[src/rtl/gts_pkg.sv]
// Purpose: Shared constants and types for the general timer suite.
// Assumes: 16-bit registers on a plain strobe port, word addressed.
// Notes:   Control layouts of all three timers share one bit map.
package gts_pkg;

  localparam int unsigned ADDR_W = 4;
  localparam int unsigned DATA_W = 16;
  localparam int unsigned NUM_TMR = 3;

  // Register word addresses.
  localparam logic [3:0] ADDR_FIRST_CTL   = 4'h0;
  localparam logic [3:0] ADDR_FIRST_CNT   = 4'h1;
  localparam logic [3:0] ADDR_FIRST_PER   = 4'h2;
  localparam logic [3:0] ADDR_SECOND_CTL  = 4'h3;
  localparam logic [3:0] ADDR_THIRD_CTL   = 4'h4;
  localparam logic [3:0] ADDR_SECOND_CNT  = 4'h5;
  localparam logic [3:0] ADDR_THIRD_CNT   = 4'h6;
  localparam logic [3:0] ADDR_SECOND_PER  = 4'h7;
  localparam logic [3:0] ADDR_THIRD_PER   = 4'h8;

  // Control bit positions.
  localparam int unsigned BIT_RUN   = 15;
  localparam int unsigned BIT_IDLE  = 13;
  localparam int unsigned BIT_GATE  = 6;
  localparam int unsigned BIT_PS_HI = 5;
  localparam int unsigned BIT_PS_LO = 4;
  localparam int unsigned BIT_CHAIN = 3;
  localparam int unsigned BIT_SYNC  = 2;
  localparam int unsigned BIT_CS    = 1;

  // Implemented bits of each control register; the rest read zero.
  localparam logic [15:0] MASK_FIRST  = 16'hA076;
  localparam logic [15:0] MASK_SECOND = 16'hA07A;
  localparam logic [15:0] MASK_THIRD  = 16'hA072;

  localparam logic [15:0] CNT_RESET = 16'h0000;
  localparam logic [15:0] PER_RESET = 16'hFFFF;

  // Terminal prescaler counts for 1:1, 1:8, 1:64 and 1:256.
  localparam logic [7:0] PS_LAST_1   = 8'h00;
  localparam logic [7:0] PS_LAST_8   = 8'h07;
  localparam logic [7:0] PS_LAST_64  = 8'h3F;
  localparam logic [7:0] PS_LAST_256 = 8'hFF;

  typedef struct packed {
    logic       run_enable;
    logic       idle_stop;
    logic       gate_accumulate_enable;
    logic [1:0] prescale_select;
    logic       chain_mode;
    logic       ext_clock_sync;
    logic       clock_source_select;
  } gts_ctl_s;

  typedef struct packed {
    logic              wr;
    logic              rd;
    logic [ADDR_W-1:0] addr;
    logic [DATA_W-1:0] wdata;
  } gts_bus_s;

endpackage : gts_pkg

[src/rtl/gts_timer_suite.sv]
// Purpose: Three 16-bit timers; the second and third may chain to 32 bits.
// Assumes: Pins may be asynchronous to clock; one clock at 100 MHz.
// Notes:   Each timer pin is both its external clock and its gate.
//
// Added by the designer: the placing of the registers and the address-and-strobe port.
`timescale 1ns/1ps
module gts_timer_suite
  import gts_pkg::*;
(
  input  wire logic              clock,
  input  wire logic              rst,
  input  wire logic              clk_en,
  input  wire gts_bus_s          bus,
  output logic      [DATA_W-1:0] rd_data,
  input  wire logic              idle_mode,
  input  wire logic              first_ext_clock_pin,
  input  wire logic              second_ext_clock_pin,
  input  wire logic              third_ext_clock_pin,
  output logic                   first_irq,
  output logic                   second_irq,
  output logic                   third_irq,
  output logic                   adc_trigger,
  output logic      [DATA_W-1:0] second_time_base,
  output logic      [DATA_W-1:0] third_time_base
);

  gts_ctl_s          ctl     [NUM_TMR];
  gts_ctl_s          eff     [NUM_TMR];
  logic [DATA_W-1:0] cnt     [NUM_TMR];
  logic [DATA_W-1:0] per     [NUM_TMR];
  logic              pin     [NUM_TMR];
  logic              ctl_wr  [NUM_TMR];
  logic              s1      [NUM_TMR];
  logic              s2      [NUM_TMR];
  logic              s3      [NUM_TMR];
  logic              raw_q   [NUM_TMR];
  logic              raw_prev[NUM_TMR];
  logic [7:0]        pre     [NUM_TMR];
  logic [7:0]        pre_end [NUM_TMR];
  logic              run     [NUM_TMR];
  logic              cnt_in  [NUM_TMR];
  logic              tick    [NUM_TMR];
  logic              gate_on [NUM_TMR];
  logic              gate_fall[NUM_TMR];
  logic              match   [NUM_TMR];
  logic              chain;
  logic [31:0]       cnt32;
  logic [31:0]       per32;
  logic              match32;
  logic [31:0]       next_cnt32;

  // Decode the control fields from a write data word.
  function automatic gts_ctl_s unpack_ctl(input logic [15:0] d);
    gts_ctl_s c;
    c.run_enable             = d[BIT_RUN];
    c.idle_stop              = d[BIT_IDLE];
    c.gate_accumulate_enable = d[BIT_GATE];
    c.prescale_select        = d[BIT_PS_HI:BIT_PS_LO];
    c.chain_mode             = d[BIT_CHAIN];
    c.ext_clock_sync         = d[BIT_SYNC];
    c.clock_source_select    = d[BIT_CS];
    return c;
  endfunction : unpack_ctl

  // Place the control fields back at their bit positions.
  function automatic logic [15:0] pack_ctl(input gts_ctl_s c);
    logic [15:0] d;
    d = 16'h0000;
    d[BIT_RUN]             = c.run_enable;
    d[BIT_IDLE]            = c.idle_stop;
    d[BIT_GATE]            = c.gate_accumulate_enable;
    d[BIT_PS_HI:BIT_PS_LO] = c.prescale_select;
    d[BIT_CHAIN]           = c.chain_mode;
    d[BIT_SYNC]            = c.ext_clock_sync;
    d[BIT_CS]              = c.clock_source_select;
    return d;
  endfunction : pack_ctl

  // Terminal count of the prescaler for a divide selection.
  function automatic logic [7:0] ps_last(input logic [1:0] sel);
    logic [7:0] v;
    unique case (sel)
      2'h0: v = PS_LAST_1;
      2'h1: v = PS_LAST_8;
      2'h2: v = PS_LAST_64;
      2'h3: v = PS_LAST_256;
    endcase
    return v;
  endfunction : ps_last

  assign chain   = ctl[1].chain_mode;
  assign pin[0]  = first_ext_clock_pin;
  assign pin[1]  = second_ext_clock_pin;
  assign pin[2]  = third_ext_clock_pin;
  assign ctl_wr[0] = bus.wr && (bus.addr == ADDR_FIRST_CTL);
  assign ctl_wr[1] = bus.wr && (bus.addr == ADDR_SECOND_CTL);
  assign ctl_wr[2] = bus.wr && (bus.addr == ADDR_THIRD_CTL);

  // Control registers; unimplemented bits are never stored.
  // zero after reset.
  always_ff @(posedge clock) begin
    if (rst) begin
      ctl[0] <= '0;
      ctl[1] <= '0;
      ctl[2] <= '0;
    end else if (clk_en) begin
      if (ctl_wr[0]) begin
        ctl[0] <= unpack_ctl(bus.wdata & MASK_FIRST);
      end
      if (ctl_wr[1]) begin
        ctl[1] <= unpack_ctl(bus.wdata & MASK_SECOND);
      end
      if (ctl_wr[2]) begin
        ctl[2] <= unpack_ctl(bus.wdata & MASK_THIRD);
      end
    end
  end

  // Period registers; all ones so a fresh timer runs the full range.
  always_ff @(posedge clock) begin
    if (rst) begin
      per[0] <= PER_RESET;
      per[1] <= PER_RESET;
      per[2] <= PER_RESET;
    end else if (clk_en && bus.wr) begin
      if (bus.addr == ADDR_FIRST_PER) begin
        per[0] <= bus.wdata;
      end
      if (bus.addr == ADDR_SECOND_PER) begin
        per[1] <= bus.wdata;
      end
      if (bus.addr == ADDR_THIRD_PER) begin
        per[2] <= bus.wdata;
      end
    end
  end

  // Per-timer clock selection, gating and prescaling.
  for (genvar i = 0; i < NUM_TMR; i++) begin : g_ch
    assign eff[i] = (i == 2 && chain) ? ctl[1] : ctl[i];

    // Two-stage synchroniser plus an edge history flop.
    always_ff @(posedge clock) begin
      if (rst) begin
        s1[i]       <= 1'b0;
        s2[i]       <= 1'b0;
        s3[i]       <= 1'b0;
        raw_q[i]    <= 1'b0;
        raw_prev[i] <= 1'b0;
      end else if (clk_en) begin
        s1[i]       <= pin[i];
        s2[i]       <= s1[i];
        s3[i]       <= s2[i];
        raw_q[i]    <= pin[i];
        raw_prev[i] <= raw_q[i];
      end
    end

    // idle stop, third bit joins when chained.
    // a clear run enable, or idle stop while idle_mode is high, halts the timer.
    assign run[i] = eff[i].run_enable && !(idle_mode &&
                    (eff[i].idle_stop ||
                     (i == 1 && chain && ctl[2].idle_stop)));

    // gate only honoured on the internal clock.
    assign gate_on[i] = eff[i].gate_accumulate_enable &&
                        !eff[i].clock_source_select;

    // only the first timer may skip the synchroniser.
    // the short path gives the faster async counter.
    assign cnt_in[i] = eff[i].clock_source_select ?
      ((i == 0 && !eff[i].ext_clock_sync) ?
         (raw_q[i] && !raw_prev[i]) : (s2[i] && !s3[i])) :
      (gate_on[i] ? s2[i] : 1'b1);

    assign pre_end[i]   = ps_last(eff[i].prescale_select);
    // one tick per full prescaler pass.
    assign tick[i]      = run[i] && cnt_in[i] && (pre[i] == pre_end[i]);
    assign gate_fall[i] = run[i] && gate_on[i] && s3[i] && !s2[i];
    assign match[i]     = (cnt[i] == per[i]);

    // Prescaler restarts on a control write so a new ratio is exact.
    always_ff @(posedge clock) begin
      if (rst) begin
        pre[i] <= 8'h00;
      end else if (clk_en) begin
        if (ctl_wr[i] || !run[i]) begin
          pre[i] <= 8'h00;
        end else if (cnt_in[i]) begin
          pre[i] <= (pre[i] == pre_end[i]) ? 8'h00 : pre[i] + 8'h01;
        end
      end
    end
  end

  assign per32   = {per[2], per[1]};
  // second low word, third high word.
  assign cnt32   = {cnt[2], cnt[1]};
  assign match32 = (cnt32 == per32);
  assign next_cnt32 = match32 ? 32'h0000_0000 : cnt32 + 32'h0000_0001;

  // First counter; a software write wins over a tick.
  // count only on ticks while running.
  always_ff @(posedge clock) begin
    if (rst) begin
      cnt[0] <= CNT_RESET;
    end else if (clk_en) begin
      if (bus.wr && bus.addr == ADDR_FIRST_CNT) begin
        cnt[0] <= bus.wdata;
      end else if (tick[0]) begin
        cnt[0] <= match[0] ? CNT_RESET : cnt[0] + 16'h0001;
      end
    end
  end

  // Second and third counters, chained or independent.
  // chained count kept in the pair.
  // unchained halves tick on their own.
  always_ff @(posedge clock) begin
    if (rst) begin
      cnt[1] <= CNT_RESET;
      cnt[2] <= CNT_RESET;
    end else if (clk_en) begin
      if (bus.wr && bus.addr == ADDR_SECOND_CNT) begin
        cnt[1] <= bus.wdata;
      end else if (chain ? tick[1] : tick[1]) begin
        cnt[1] <= chain ? next_cnt32[15:0] :
                  (match[1] ? CNT_RESET : cnt[1] + 16'h0001);
      end
      if (bus.wr && bus.addr == ADDR_THIRD_CNT) begin
        cnt[2] <= bus.wdata;
      end else if (chain ? tick[1] : tick[2]) begin
        cnt[2] <= chain ? next_cnt32[31:16] :
                  (match[2] ? CNT_RESET : cnt[2] + 16'h0001);
      end
    end
  end

  // Event outputs are registered, high for one cycle per event; events on back-to-back cycles hold them high.
  // match or gate fall.
  // chained events leave through the third flag.
  always_ff @(posedge clock) begin
    if (rst) begin
      first_irq   <= 1'b0;
      second_irq  <= 1'b0;
      third_irq   <= 1'b0;
      adc_trigger <= 1'b0;
    end else if (clk_en) begin
      first_irq   <= (tick[0] && match[0]) || gate_fall[0];
      second_irq  <= !chain && ((tick[1] && match[1]) || gate_fall[1]);
      third_irq   <= chain ? ((tick[1] && match32) || gate_fall[1]) :
                             ((tick[2] && match[2]) || gate_fall[2]);
      adc_trigger <= chain && tick[1] && match32;
    end
  end

  assign second_time_base = cnt[1];
  assign third_time_base  = cnt[2];

  // Read data stand in the cycle after the strobe only.
  // masked bits and unmapped words read zero.
  always_ff @(posedge clock) begin
    if (rst) begin
      rd_data <= 16'h0000;
    end else if (clk_en) begin
      rd_data <= 16'h0000;
      if (bus.rd) begin
        unique case (bus.addr)
          ADDR_FIRST_CTL:  rd_data <= pack_ctl(ctl[0]) & MASK_FIRST;
          ADDR_FIRST_CNT:  rd_data <= cnt[0];
          ADDR_FIRST_PER:  rd_data <= per[0];
          ADDR_SECOND_CTL: rd_data <= pack_ctl(ctl[1]) & MASK_SECOND;
          ADDR_THIRD_CTL:  rd_data <= pack_ctl(ctl[2]) & MASK_THIRD;
          ADDR_SECOND_CNT: rd_data <= cnt[1];
          ADDR_THIRD_CNT:  rd_data <= cnt[2];
          ADDR_SECOND_PER: rd_data <= per[1];
          ADDR_THIRD_PER:  rd_data <= per[2];
          default:         rd_data <= 16'h0000;
        endcase
      end
    end
  end

  logic wr_cnt1;
  logic int8;
  assign wr_cnt1 = bus.wr && bus.addr == ADDR_FIRST_CNT;
  assign int8 = run[0] && !ctl_wr[0] && !eff[0].clock_source_select &&
                !gate_on[0] && eff[0].prescale_select == 2'h1;
endmodule : gts_timer_suite

[config.mk]
export PLATFORM = sky130hd
export DESIGN_NAME = gts_timer_suite
export DESIGN_NICKNAME = d
export VERILOG_FILES = /design/src/rtl/gts_pkg.sv /design/src/rtl/gts_timer_suite.sv
export SDC_FILE = /design/constraint.sdc
export NUM_CORES = 1
export LEC_CHECK = 0
export BUFFER_PORTS_ARGS = -buffer_cell sky130_fd_sc_hd__clkbuf_2
export CAP_MARGIN = 20
export CORE_MARGIN = 5
export CORE_UTILIZATION = 40
export DETAILED_ROUTE_END_ITERATION = 6
export PLACE_DENSITY_LB_ADDON = 0.15
export SLEW_MARGIN = 20
export SYNTH_ARGS = -nofsm -noshare
export SYNTH_HDL_FRONTEND = slang
export SYNTH_SLANG_ARGS = --single-unit
[constraint.sdc]
create_clock -name clock -period 2.6 [get_ports clock]
set_input_delay 0.39 -clock clock [delete_from_list [all_inputs] [get_ports clock]]
set_output_delay 0.39 -clock clock [all_outputs]
set_load 0.01 [all_outputs]
==> results of run 1 <==
-- metal layers --
metal | global-route usage (%) | vias up | routed length, µm | share of wire [%]
li1 | - | 3610 | - | -
met5 | 0 | - | 0 | 0
met2 | 40.09 | 328 | 15420 | 48
met4 | 8.053 | 0 | 986 | 3.1
met1 | 31.82 | 3803 | 13680 | 43
met3 | 3.469 | 64 | 1773 | 5.6
-- final cells by class --
type / instances / area, µm² / area share [%]
Inverter: 11 / 41.29 / 0.3610
Sequential cell: 169 / 4875 / 42.62
Timing Repair Buffer: 169 / 1106 / 9.670
Clock buffer: 19 / 442.9 / 3.872
Tap cell: 319 / 399.1 / 3.489
Clock inverter: 13 / 188.9 / 1.652
Multi-Input combinational cell: 664 / 4385 / 38.34
-- registers in the layout, indices dropped and copies added (netlist names) --
signal and flops:
pre 24, s3 3, rd_data 16, cnt 48, s2 3, ctl 20, s1 3, second_irq 1
third_irq 1, adc_trigger 1, per 48, first_irq 1
-- power groups by stage --
stage | logic [mW] | registers (mW) | clock network, mW
floorplan | 0.393 | 3.25 | 0
global placement | 0.682 | 3.29 | 0
detailed placement | 0.681 | 3.29 | 0
CTS | 0.685 | 3.23 | 2.81
global route | 0.742 | 3.25 | 2.93
finish | 0.690 | 3.23 | 2.79
-- cells in the final DEF, fill, tap and decap left out, drive strengths merged, types with 26 or more instances in the layout --
master,n
edfxtp,149
clkbuf,99
nand2,98
buf,89
xor2,67
o21ai,58
xnor2,55
nor2,54
nand3,53
nand2b,26
-- worst min path at each step --
stage          depth (start not counted)  slack (ns)                     start                       end
4_1_cts                                2        0.22       third_ext_clock_pin       s1[2]$_SDFFCE_PN0P_
3_3_place_gp                           1        0.44  rd_data[10]$_SDFFE_PP0P_  rd_data[10]$_SDFFE_PP0P_
2_1_floorplan                          2        0.48   rd_data[6]$_SDFFE_PP0P_   rd_data[6]$_SDFFE_PP0P_
3_5_place_dp                           1        0.44  rd_data[11]$_SDFFE_PP0P_  rd_data[11]$_SDFFE_PP0P_
6_report                               2        0.23       third_ext_clock_pin       s1[2]$_SDFFCE_PN0P_
5_1_grt                                2        0.21       third_ext_clock_pin       s1[2]$_SDFFCE_PN0P_
-- worst reg2reg max path, cell delays in order (launching register included) --
cell	delay, ns
edfxtp_1	0.49
xnor2_1	0.28
nand4_1	0.21
or4_1	0.56
o21a_4	0.34
a22oi_1	0.20
o21ai_0	0.09
-- metrics by stage --
step / total power, mW / hold slack (ns) / utilization (%) / setup WS, ns
final: 6.712 / 0.2271 / 48.59 / 0.1626
after global routing: 6.921 / 0.2112 / 48.59 / 0.05667
after CTS: 6.723 / 0.2238 / 48.56 / 0.1462
after detailed placement: 3.972 / 0.4383 / 45.88 / 0.1680
after global placement: 3.972 / 0.4363 / 45.88 / 0.1040
after floorplan: 3.644 / 0.4835 / - / 0.1454
-- repair_timing --
item | in CTS | in global routing
resized for setup | 0 | 1
endpoints found under the setup margin | 0 | 4
hold buffers | 0 | 0
-- cells by family (layout without fill, tap and decap cells) --
| family | Yosys count | after routing | synth area share, % |
|---|---|---|---|
| flip-flops | 169 | 169 | 50.87 |
| buffers and inverters | 63 | 212 | 3.421 |
| adder cells (fa/ha/maj) | 6 | 6 | 0.7835 |
| AND/OR/NAND/NOR | 348 | 348 | 19.12 |
| XOR/XNOR | 122 | 122 | 11.47 |
| AO/OA/AOI/OAI | 177 | 177 | 13.16 |
| multiplexers | 11 | 11 | 1.175 |
==> qor.yml, run 1 <==
run_status:
  outcome: "complete, no violations"
synth:
  synth-seq-cells: 169
  synth-seq-area-share_pct: 50.87
  syn_area_um2: 9582
  synth_flop_cell: "edfxtp_1"
  synth_top_area_share_pct: 46.70
  synth_top_area_cell: "edfxtp_1"
  synth_most_common_cell: "edfxtp_1"
  ys_types: 67
  syn-num-nets: 931
  syn_inst: 896
  avgSynthCellArea_um2: 10.69
  synth_area_leaders: "edfxtp_1 (47%), xor2_1 (6.1%), xnor2_1 (4.7%), dfxtp_1 (4.2%), nand2_1 (3.8%)"
  yosys_warnings: 0
  synth_edf_count: 149
  synth-async-reset-ratio_pct: 0
  synthTopCellsByCount: "edfxtp_1 (149), nand2_1 (97), xor2_1 (67)"
drt:
  drcViolationCount: 0
  first_iter_violations: 804
  drt_wl_total_mm: 31.87
  first_pass_iters: 6
  viasPerCell: 5.722
  wl_per_cell_um: 23.36
  antenna_left: 0
  via_count: 7805
setup_path:
  cp_top_family: "simple AND/OR/NAND/NOR gates"
  crit_chain: "xnor2_1 > nand4_1 > or4_1 > o21a_4 > a22oi_1 > o21ai_0"
  worst_path_max_delay_cell: "or4_1"
  crit_path_end: "cnt[2][15]$_SDFFCE_PN0P_"
  required_ns: 2.78
  path_class: "flop to flop"
  arrival_ns: 2.62
  endpoint_kind: "flop"
  reg2reg_slack_ns: 0.16
  crit_path_start: "cnt[2][1]$_SDFFCE_PN0P_"
  crit_fanout: 16
  slowest_delay_ns: 0.56
  reg2reg_from: "cnt[2][1]$_SDFFCE_PN0P_"
  crit_path_start_kind: "flop"
  cp.depth: 6
  timing.critical_path.buf_inv: 0
  regToRegEndpoint: "cnt[2][15]$_SDFFCE_PN0P_"
  r2r_cells: 6
clocking:
  cts.htree.levels: 4
  clk_latency_ns: 0.44
  cts_tree: "yes"
  clkTransAtPathRegs_ns: 0.07
  numCtsBuffers: 17
  cts_setup_buffers: 0
  cts_max_path_buffers: 2
  cts_sinks: 169
  cts_root_buf: "clkbuf_16"
hold_path:
  holdCritPathClass: "input port to flop"
timing:
  fin_skew_ns: 0.01410
  rsz0062_at_grt: "no"
  max_slew_margin_pct: 45.72
  fmax_mhz: 410.3
  worst_pin_slew_ns: 0.8142
  hold_violations: 0
  slew_violations: 0
  setup_viol: 0
  finalCritPeriodShare_pct: 93.75
  finalSetupTns_ns: 0
  period_needed_ns: 2.437
placed_design:
  port_buffers: 80
  dpl_cell_area_um2: 10800
  gp_congestion: 0.9405
  hpwl_mm: 23.93
  dpl.cell_count: 1332
cells_and_area:
  nFillCells: 2226
  stdcell_area_um2: 11440
  final_layout_size_suffix_gt1_share_pct: 22.78
  final_cells: 1364
  fin_nets: 1067
  area_growth_pct: 19.38
  n_antenna_cell: 0
power:
  pwr_density_cell_nw_per_um2: 586.8
  clkPwrFrac_pct: 41.5
  vdd_drop_max_mv: 0.3695
  combPwrFrac_pct: 10.3
  power_switching_mw: 1.701
  p_sw_share_pct: 25.34
  power_frac_seq_pct: 48.2
  intPower_mw: 5.011
  leakage_nw: 4.266
grt:
  grt.overflow.total: 0
  antenna_found_initial: 0
  grt_pass1_wl_mm: 47.75
  grtUsageTotal_pct: 23.90
  grt_max_degree: 21
  first_global_vias: 7664
floorplan:
  dieArea_um2: 27150
  die_y_um: 164.8
  start_util_pct: 40.70
  core_um2: 23540
  die_w_um: 164.8
  rows: 56
  ios: 81
run:
  cap_violations: 0
(Power assumes the default switching activity.)
==> run 2, diff against run 1 <==
--- a/config.mk
+++ b/config.mk
@@ -7,2 +7,3 @@
 export LEC_CHECK = 0
+export ABC_AREA = 1
 export BUFFER_PORTS_ARGS = -buffer_cell sky130_fd_sc_hd__clkbuf_2
--- a/constraint.sdc
+++ b/constraint.sdc
@@ -3,2 +3,2 @@
 set_output_delay 0.39 -clock clock [all_outputs]
-set_load 0.01 [all_outputs]
+set_load 0.05 [all_outputs]
==> run 2 against run 1 <==
  * Routed wire length increased by 15%
  * Worst hold slack improved by 0.018 ns
  * Synthesized cell count increased by 54%
  * Combinational power increased by 18%
  * Register-to-register slack improved by 0.12 ns
  * Highest routed layer is now met5
==> qor.yml, run 2 <==
run_status:
  outcome: "complete, no violations"
synth:
  synth_area_leaders: "edfxtp_1 (43%), nand2_1 (16%), nor2_1 (6.8%), inv_1 (6.0%), dfxtp_1 (3.8%)"
  synth_top_family_by_area: "simple AND/OR/NAND/NOR gates"
  synth-async-reset-ratio_pct: 0  # unchanged
  synth-seq-area-share_pct: 46.41  # -4.5 points
  yosys_warnings: 0  # unchanged
  synth_most_common_cell: "nand2_1"
  synth_simple_gate_area_share_pct: 31.55  # +12 points
  synthTopCellsByCount: "nand2_1 (435), nor2_1 (191), inv_1 (168)"
  synth_fa_ha_area_share_pct: 0.7148  # -0.069 points
  synth_top_area_cell: "edfxtp_1"
  synth_flop_cell: "edfxtp_1"
  synth_mux_area_share_pct: 0  # -1.2 points
  synth-seq-cells: 169  # unchanged
  syn-num-nets: 1413  # +52%
  syn_area_um2: 10500  # +9.6%
  synth_edf_count: 149  # unchanged
  synth_xor_xnor_area_share_pct: 5.254  # -6.2 points
  synth_top_area_share_pct: 42.60  # -4.1 points
  avgSynthCellArea_um2: 7.622  # -29%
  syn_inst: 1378  # +54%
  synth_compound_area_share_pct: 8.244  # -4.9 points
  ys_types: 49  # -27%
setup_path:
  crit_path_start_kind: "flop"
  required_ns: 2.79  # about the same
  arrival_ns: 2.52  # -0.10 ns
  regToRegEndpoint: "cnt[2][6]$_SDFFCE_PN0P_"
  r2r_cells: 11  # +5
  reg2reg_from: "cnt[1][1]$_SDFFCE_PN0P_"
  reg2reg_slack_ns: 0.28  # +0.12 ns
  crit_fanout: 5  # -11
  path_class: "flop to flop"
  endpoint_kind: "flop"
drt:
  drt_wl_total_mm: 36.53  # +15%
  wl_per_cell_um: 19.72  # -16%
  antenna_left: 0  # unchanged
  via_count: 9737  # +25%
  first_iter_violations: 923  # +15%
  drcViolationCount: 0  # unchanged
  viasPerCell: 5.258  # -8.1%
  first_pass_iters: 5  # -1
grt:
  grt.overflow.total: 0  # unchanged
  first_global_vias: 9476  # +24%
  grtUsageTotal_pct: 24.82  # +0.92 points
  grt_pass1_wl_mm: 54.99  # +15%
  antenna_found_initial: 2  # +2
  grt_max_degree: 23  # +9.5%
timing:
  slew_violations: 0  # unchanged
  worst_pin_slew_ns: 0.6656  # -0.1486 ns
  fmax_mhz: 430.7  # +5.0%
  finalCritPeriodShare_pct: 89.30  # -4.4 points
  finalWorstSetupSlack_ns: 0.2781  # +0.1155 ns
  period_needed_ns: 2.322  # -0.1155 ns
  fin_skew_ns: 0.01390  # -0.0002025 ns
  max_slew_margin_pct: 55.52  # +9.8 points
  finalSetupTns_ns: 0  # unchanged
  rsz0062_at_grt: "no"
  hold_violations: 0  # unchanged
  setup_viol: 0  # unchanged
  hold_ws_ns: 0.2454  # +0.01827 ns
floorplan:
  rows: 59  # +5.4%
  die_y_um: 172.0  # +4.4%
  core_um2: 25980  # +10%
  start_util_pct: 40.42  # -0.28 points
  dieArea_um2: 29600  # +9.0%
  ios: 81  # unchanged
  die_w_um: 172.0  # +4.4%
power:
  pwr_density_cell_nw_per_um2: 545.6  # -7.0%
  total_power_mw: 6.652  # -0.89%
  leakage_nw: 5.374  # +26%
  vdd_drop_max_mv: 0.3582  # -3.0%
clocking:
  cts_tree: "yes"
  cts_sinks: 169  # unchanged
  clk_latency_ns: 0.43  # about the same
  cts_root_buf: "clkbuf_16"
  cts_setup_buffers: 0  # unchanged
  cts.htree.levels: 4  # unchanged
  cts_resized: 0  # unchanged
  cts_max_path_buffers: 2  # unchanged
  hold_buffers: 0  # unchanged
  numCtsBuffers: 17  # unchanged
  clkTransAtPathRegs_ns: 0.07  # about the same
cells_and_area:
  final_layout_size_suffix_gt1_share_pct: 14.04  # -8.7 points
  seqCellArea_um2: 4875  # unchanged
  n_antenna_cell: 0  # unchanged
  final_cell_mix: "nand2_1 (435), nor2_1 (190), inv_1 (168)"
  area_growth_pct: 16.09
  multi_input_area_um2: 4815  # +9.8%
  mostFrequentLayoutCell: "nand2_1"
  fin_nets: 1539  # +44%
  nFillCells: 2688  # +21%
  reg_top3: "cnt: 48 flops, per: 48 flops, pre: 24 flops"
  stdcell_area_um2: 12190  # +6.6%
hold_path:
  whs_endpoint: "cnt[0][13]$_DFFE_PP_"
  holdCritPathClass: "input port to flop"
  hold_path_startpoint: "bus[13]"
  min_path_cells: 3  # +1
placed_design:
  dpl_cell_area_um2: 11610  # +7.5%
  port_buffers: 80  # unchanged
  hpwl_mm: 28.85  # +21%
  gp_congestion: 0.9793  # +4.1%
  place_ws_ns: 0.3280  # +0.1601 ns
run:
  cap_violations: 0  # unchanged
run 2: where the power goes:
group	switching (mW)	internal [mW]	leakage, nW
Combinational	0.571	0.244	3.41
Sequential	0.143	3.09	1.69
Clock	1.20	1.40	0.276
run 2: stage by stage:
stage               utilization, %  cells
global placement             44.66   1820
detailed placement           44.66   1820
CTS                          46.92   1852
floorplan                        -   1378
finish                       46.92   1852
global route                 46.92   1852
run 2: logic make-up after synthesis:
group / Yosys count
buffers and inverters: 207
and+or+nand+nor: 788
DFF: 169
AOI/OAI and AO/OA: 145
adders and majority gates: 6
xor gates and xnor gates: 63
run 2: critical path: stages, from the launching register on:
cell      delay (ns)
edfxtp_1        0.45
ha_1            0.24
nand2_1         0.09
nor2_1          0.29
nand2_1         0.15
nor2_2          0.25
nand2_2         0.13
nor2_1          0.13
xor2_1          0.15
nor2_1          0.06
nor2_1          0.09
nor2_1          0.04
run 2: routing by layer:
layer | track usage, % | wire [µm] | part of all wire [%]
met5 | 0 | 27 | 0.074
met4 | 9.330 | 1444 | 4.0
met1 | 33.02 | 15920 | 44
met2 | 40.46 | 16740 | 46
met3 | 4.664 | 2391 | 6.5
run 2: how the worst max path moves through the flow:
| stage | start | endpoint | slack [ns] | cells past startpoint |
|---|---|---|---|---|
| 2_1_floorplan | bus[17] | per[0][32]$_DFFE_PP_ | 0.06 | 4 |
| 4_1_cts | cnt[1][1]$_SDFFCE_PN0P_ | cnt[2][6]$_SDFFCE_PN0P_ | 0.33 | 11 |
| 3_3_place_gp | cnt[1][1]$_SDFFCE_PN0P_ | cnt[2][6]$_SDFFCE_PN0P_ | 0.40 | 11 |
| 3_5_place_dp | cnt[1][1]$_SDFFCE_PN0P_ | cnt[2][6]$_SDFFCE_PN0P_ | 0.33 | 11 |
| 5_1_grt | cnt[1][0]$_SDFFCE_PN0P_ | cnt[2][6]$_SDFFCE_PN0P_ | 0.11 | 11 |
| 6_report | cnt[1][1]$_SDFFCE_PN0P_ | cnt[2][6]$_SDFFCE_PN0P_ | 0.28 | 11 |
run 2: area by class of cell:
cell class / instances / share of cell area (%)
flip-flops and latches: 169 / 39.98
inverters: 177 / 5.490
clock buffers: 19 / 3.715
clock inverters: 13 / 1.098
well taps: 335 / 3.438
repair buffers: 137 / 6.793
multi-input cells: 1002 / 39.49
==> run 3, diff against run 2 <==
Settings changed: CORE_UTILIZATION 40 to 50.
==> run 3 against run 2 <==
  * Combinational power decreased by 2%
  * First-iteration DRC count increased by 0.87%
  * Clock power decreased by 5%
  * Die area decreased by 19%
  * Cell area decreased by 1.3%
  * Highest routed layer is now met4
  * Routed wire length decreased by 5.4%
  * Largest power group unchanged
  * Sequential cell count unchanged
  * Total power decreased by 2.1%
==> qor.yml, run 3 (synthesized netlist as in run 2, its figures left out) <==
setup_path:
  crit_fanout: 9  # +4
  crit_path_start_kind: "flop"
  timing.critical_path.buf_inv: 1  # +1
  required_ns: 2.87  # +0.08 ns
  crit_chain: "inv_2 > nand3_1 > nand2_1 > nand3_1 > a211oi_1 > nand2_1 > nor3b_1"
  reg2reg_from: "ctl[0][10]$_SDFFCE_PP0P_"
  regToRegEndpoint: "pre[2][3]$_SDFFCE_PP0P_"
  reg2reg_slack_ns: 0.18  # -0.09 ns
  endpoint_kind: "flop"
  cp_top_family: "simple AND/OR/NAND/NOR gates"
  r2r_cells: 7  # -4
  slowest_delay_ns: 0.57  # +0.12 ns
  worst_path_max_delay_cell: "edfxtp_1"
  path_class: "flop to flop"
  arrival_ns: 2.68  # +0.16 ns
power:
  vdd_drop_max_mv: 0.4248  # +19%
  pwr_density_cell_nw_per_um2: 541.0  # -0.83%
  power_switching_mw: 1.848  # -3.6%
  total_power_mw: 6.514  # -2.1%
  power_frac_seq_pct: 49.8  # +1.1 points
  leakage_nw: 5.325  # -0.92%
  clkPwrFrac_pct: 37.9  # -1.2 points
  p_sw_share_pct: 28.37  # -0.45 points
  intPower_mw: 4.665  # -1.5%
  combPwrFrac_pct: 12.2  # about the same
clocking:
  cts_tree: "yes"
  numCtsBuffers: 17  # unchanged
  cts_resized: 0  # unchanged
  cts_root_buf: "clkbuf_16"
  cts_max_path_buffers: 2  # unchanged
  hold_buffers: 0  # unchanged
  cts_setup_buffers: 0  # unchanged
  clkTransAtPathRegs_ns: 0.07  # about the same
  clk_latency_ns: 0.43  # about the same
  cts_sinks: 169  # unchanged
  cts.htree.levels: 4  # unchanged
cells_and_area:
  final_cell_mix: "nand2_1 (435), nor2_1 (190), inv_1 (168)"
  fin_nets: 1533  # -0.39%
  stdcell_area_um2: 12040  # -1.3%
  final_layout_size_suffix_gt1_share_pct: 13.50  # -0.54 points
  utilization_pct: 57.82  # +11 points
  n_antenna_cell: 0  # unchanged
  area_growth_pct: 14.63
  reg_top3: "cnt: 48 flops, per: 48 flops, pre: 24 flops"
  nFillCells: 1975  # -27%
  mostFrequentLayoutCell: "nand2_1"
hold_path:
  min_path_cells: 3  # unchanged
  holdCritPathClass: "input port to flop"
  hold_path_startpoint: "bus[8]"
  whs_endpoint: "cnt[2][8]$_SDFFCE_PN0P_"
floorplan:
  die_y_um: 154.9  # -9.9%
  dieArea_um2: 24000  # -19%
  ios: 81  # unchanged
  start_util_pct: 50.44  # +10 points
  core_um2: 20820  # -20%
  rows: 53  # -10%
  die_w_um: 154.9  # -9.9%
timing:
  max_slew_margin_pct: 32.72  # -23 points
  fin_skew_ns: 0.01241  # -0.001490 ns
  slew_violations: 0  # unchanged
  worst_pin_slew_ns: 1.001  # +0.3351 ns
  rsz0062_at_grt: "no"
  finalCritPeriodShare_pct: 92.92  # +3.6 points
  hold_violations: 0  # unchanged
  finalSetupTns_ns: 0  # unchanged
  fmax_mhz: 413.9  # -3.9%
  setup_viol: 0  # unchanged
  period_needed_ns: 2.416  # +0.09395 ns
  finalWorstSetupSlack_ns: 0.1841  # -0.09395 ns
grt:
  grt_max_degree: 26  # +13%
  first_global_vias: 9252  # -2.4%
  antenna_found_initial: 0  # -2
  grtUsageTotal_pct: 28.85  # +4.0 points
  grt_pass1_wl_mm: 52.80  # -4.0%
  grt.overflow.total: 0  # unchanged
placed_design:
  port_buffers: 80  # unchanged
  dpl_cell_area_um2: 11490  # -1.0%
  place_ws_ns: 0.2719  # -0.05612 ns
  gp_congestion: 0.9915  # +1.2%
  hpwl_mm: 26.64  # -7.7%
drt:
  drcViolationCount: 0  # unchanged
  drt_wl_total_mm: 34.55  # -5.4%
  antenna_left: 0  # unchanged
  first_pass_iters: 5  # unchanged
  viasPerCell: 5.508  # +4.8%
  via_count: 9838  # +1.0%
  first_iter_violations: 931  # +0.87%
  wl_per_cell_um: 19.34  # -1.9%
run:
  cap_violations: 0  # unchanged
run_status:
  outcome: "complete, no violations"
run 3: worst max-delay path by stage:
stage / to / startpoint / slack [ns] / depth (start not counted)
2_1_floorplan: per[0][32]$_DFFE_PP_ / bus[17] / 0.06 / 4
3_3_place_gp: cnt[2][2]$_SDFFCE_PN0P_ / cnt[1][1]$_SDFFCE_PN0P_ / 0.24 / 11
3_5_place_dp: pre[2][3]$_SDFFCE_PP0P_ / ctl[0][10]$_SDFFCE_PP0P_ / 0.27 / 7
4_1_cts: pre[2][3]$_SDFFCE_PP0P_ / ctl[0][10]$_SDFFCE_PP0P_ / 0.25 / 7
5_1_grt: pre[2][3]$_SDFFCE_PP0P_ / ctl[0][10]$_SDFFCE_PP0P_ / 0.06 / 7
6_report: pre[2][3]$_SDFFCE_PP0P_ / ctl[0][10]$_SDFFCE_PP0P_ / 0.18 / 7
run 3: cell type report:
class | count | area, µm² | area share, %
multi-input cells | 1002 | 4815 | 39.99
well taps | 275 | 344.1 | 2.858
clock inverters | 13 | 120.1 | 0.9977
clock buffers | 19 | 432.9 | 3.596
repair buffers | 131 | 783.3 | 6.506
inverters | 177 | 669.4 | 5.560
flip-flops and latches | 169 | 4875 | 40.49
run 3: power groups by stage:
stage          clock network (mW)  registers (mW)  logic [mW]
6_report                     2.47            3.25       0.798
5_1_grt                      2.62            3.26       0.873
4_1_cts                      2.48            3.24       0.793
3_5_place_dp                    0            3.30       0.787
3_3_place_gp                    0            3.30       0.780
2_1_floorplan                   0            3.34       0.435
run 3: tightest hold or removal path, stage by stage:
cell and delay, ns:
clkbuf_2 0.09, nand2_1 0.05, nand2_1 0.05
run 3: stage by stage:
stage	hold slack, ns	std cells
2_1_floorplan	0.5192	1378
3_3_place_gp	0.4387	1754
3_5_place_dp	0.4382	1754
4_1_cts	0.2404	1786
5_1_grt	0.2589	1786
6_report	0.2495	1786
run 3: routing by layer:
metal	share of wire (%)	global-route usage, %	wire (µm)	vias to the layer above
met4	2.7	8.621	949	0
met1	41	39.35	14260	4546
li1	-	-	-	4717
met3	8.3	4.924	2852	65
met2	48	47.46	16480	510
met5	0	0	0	-
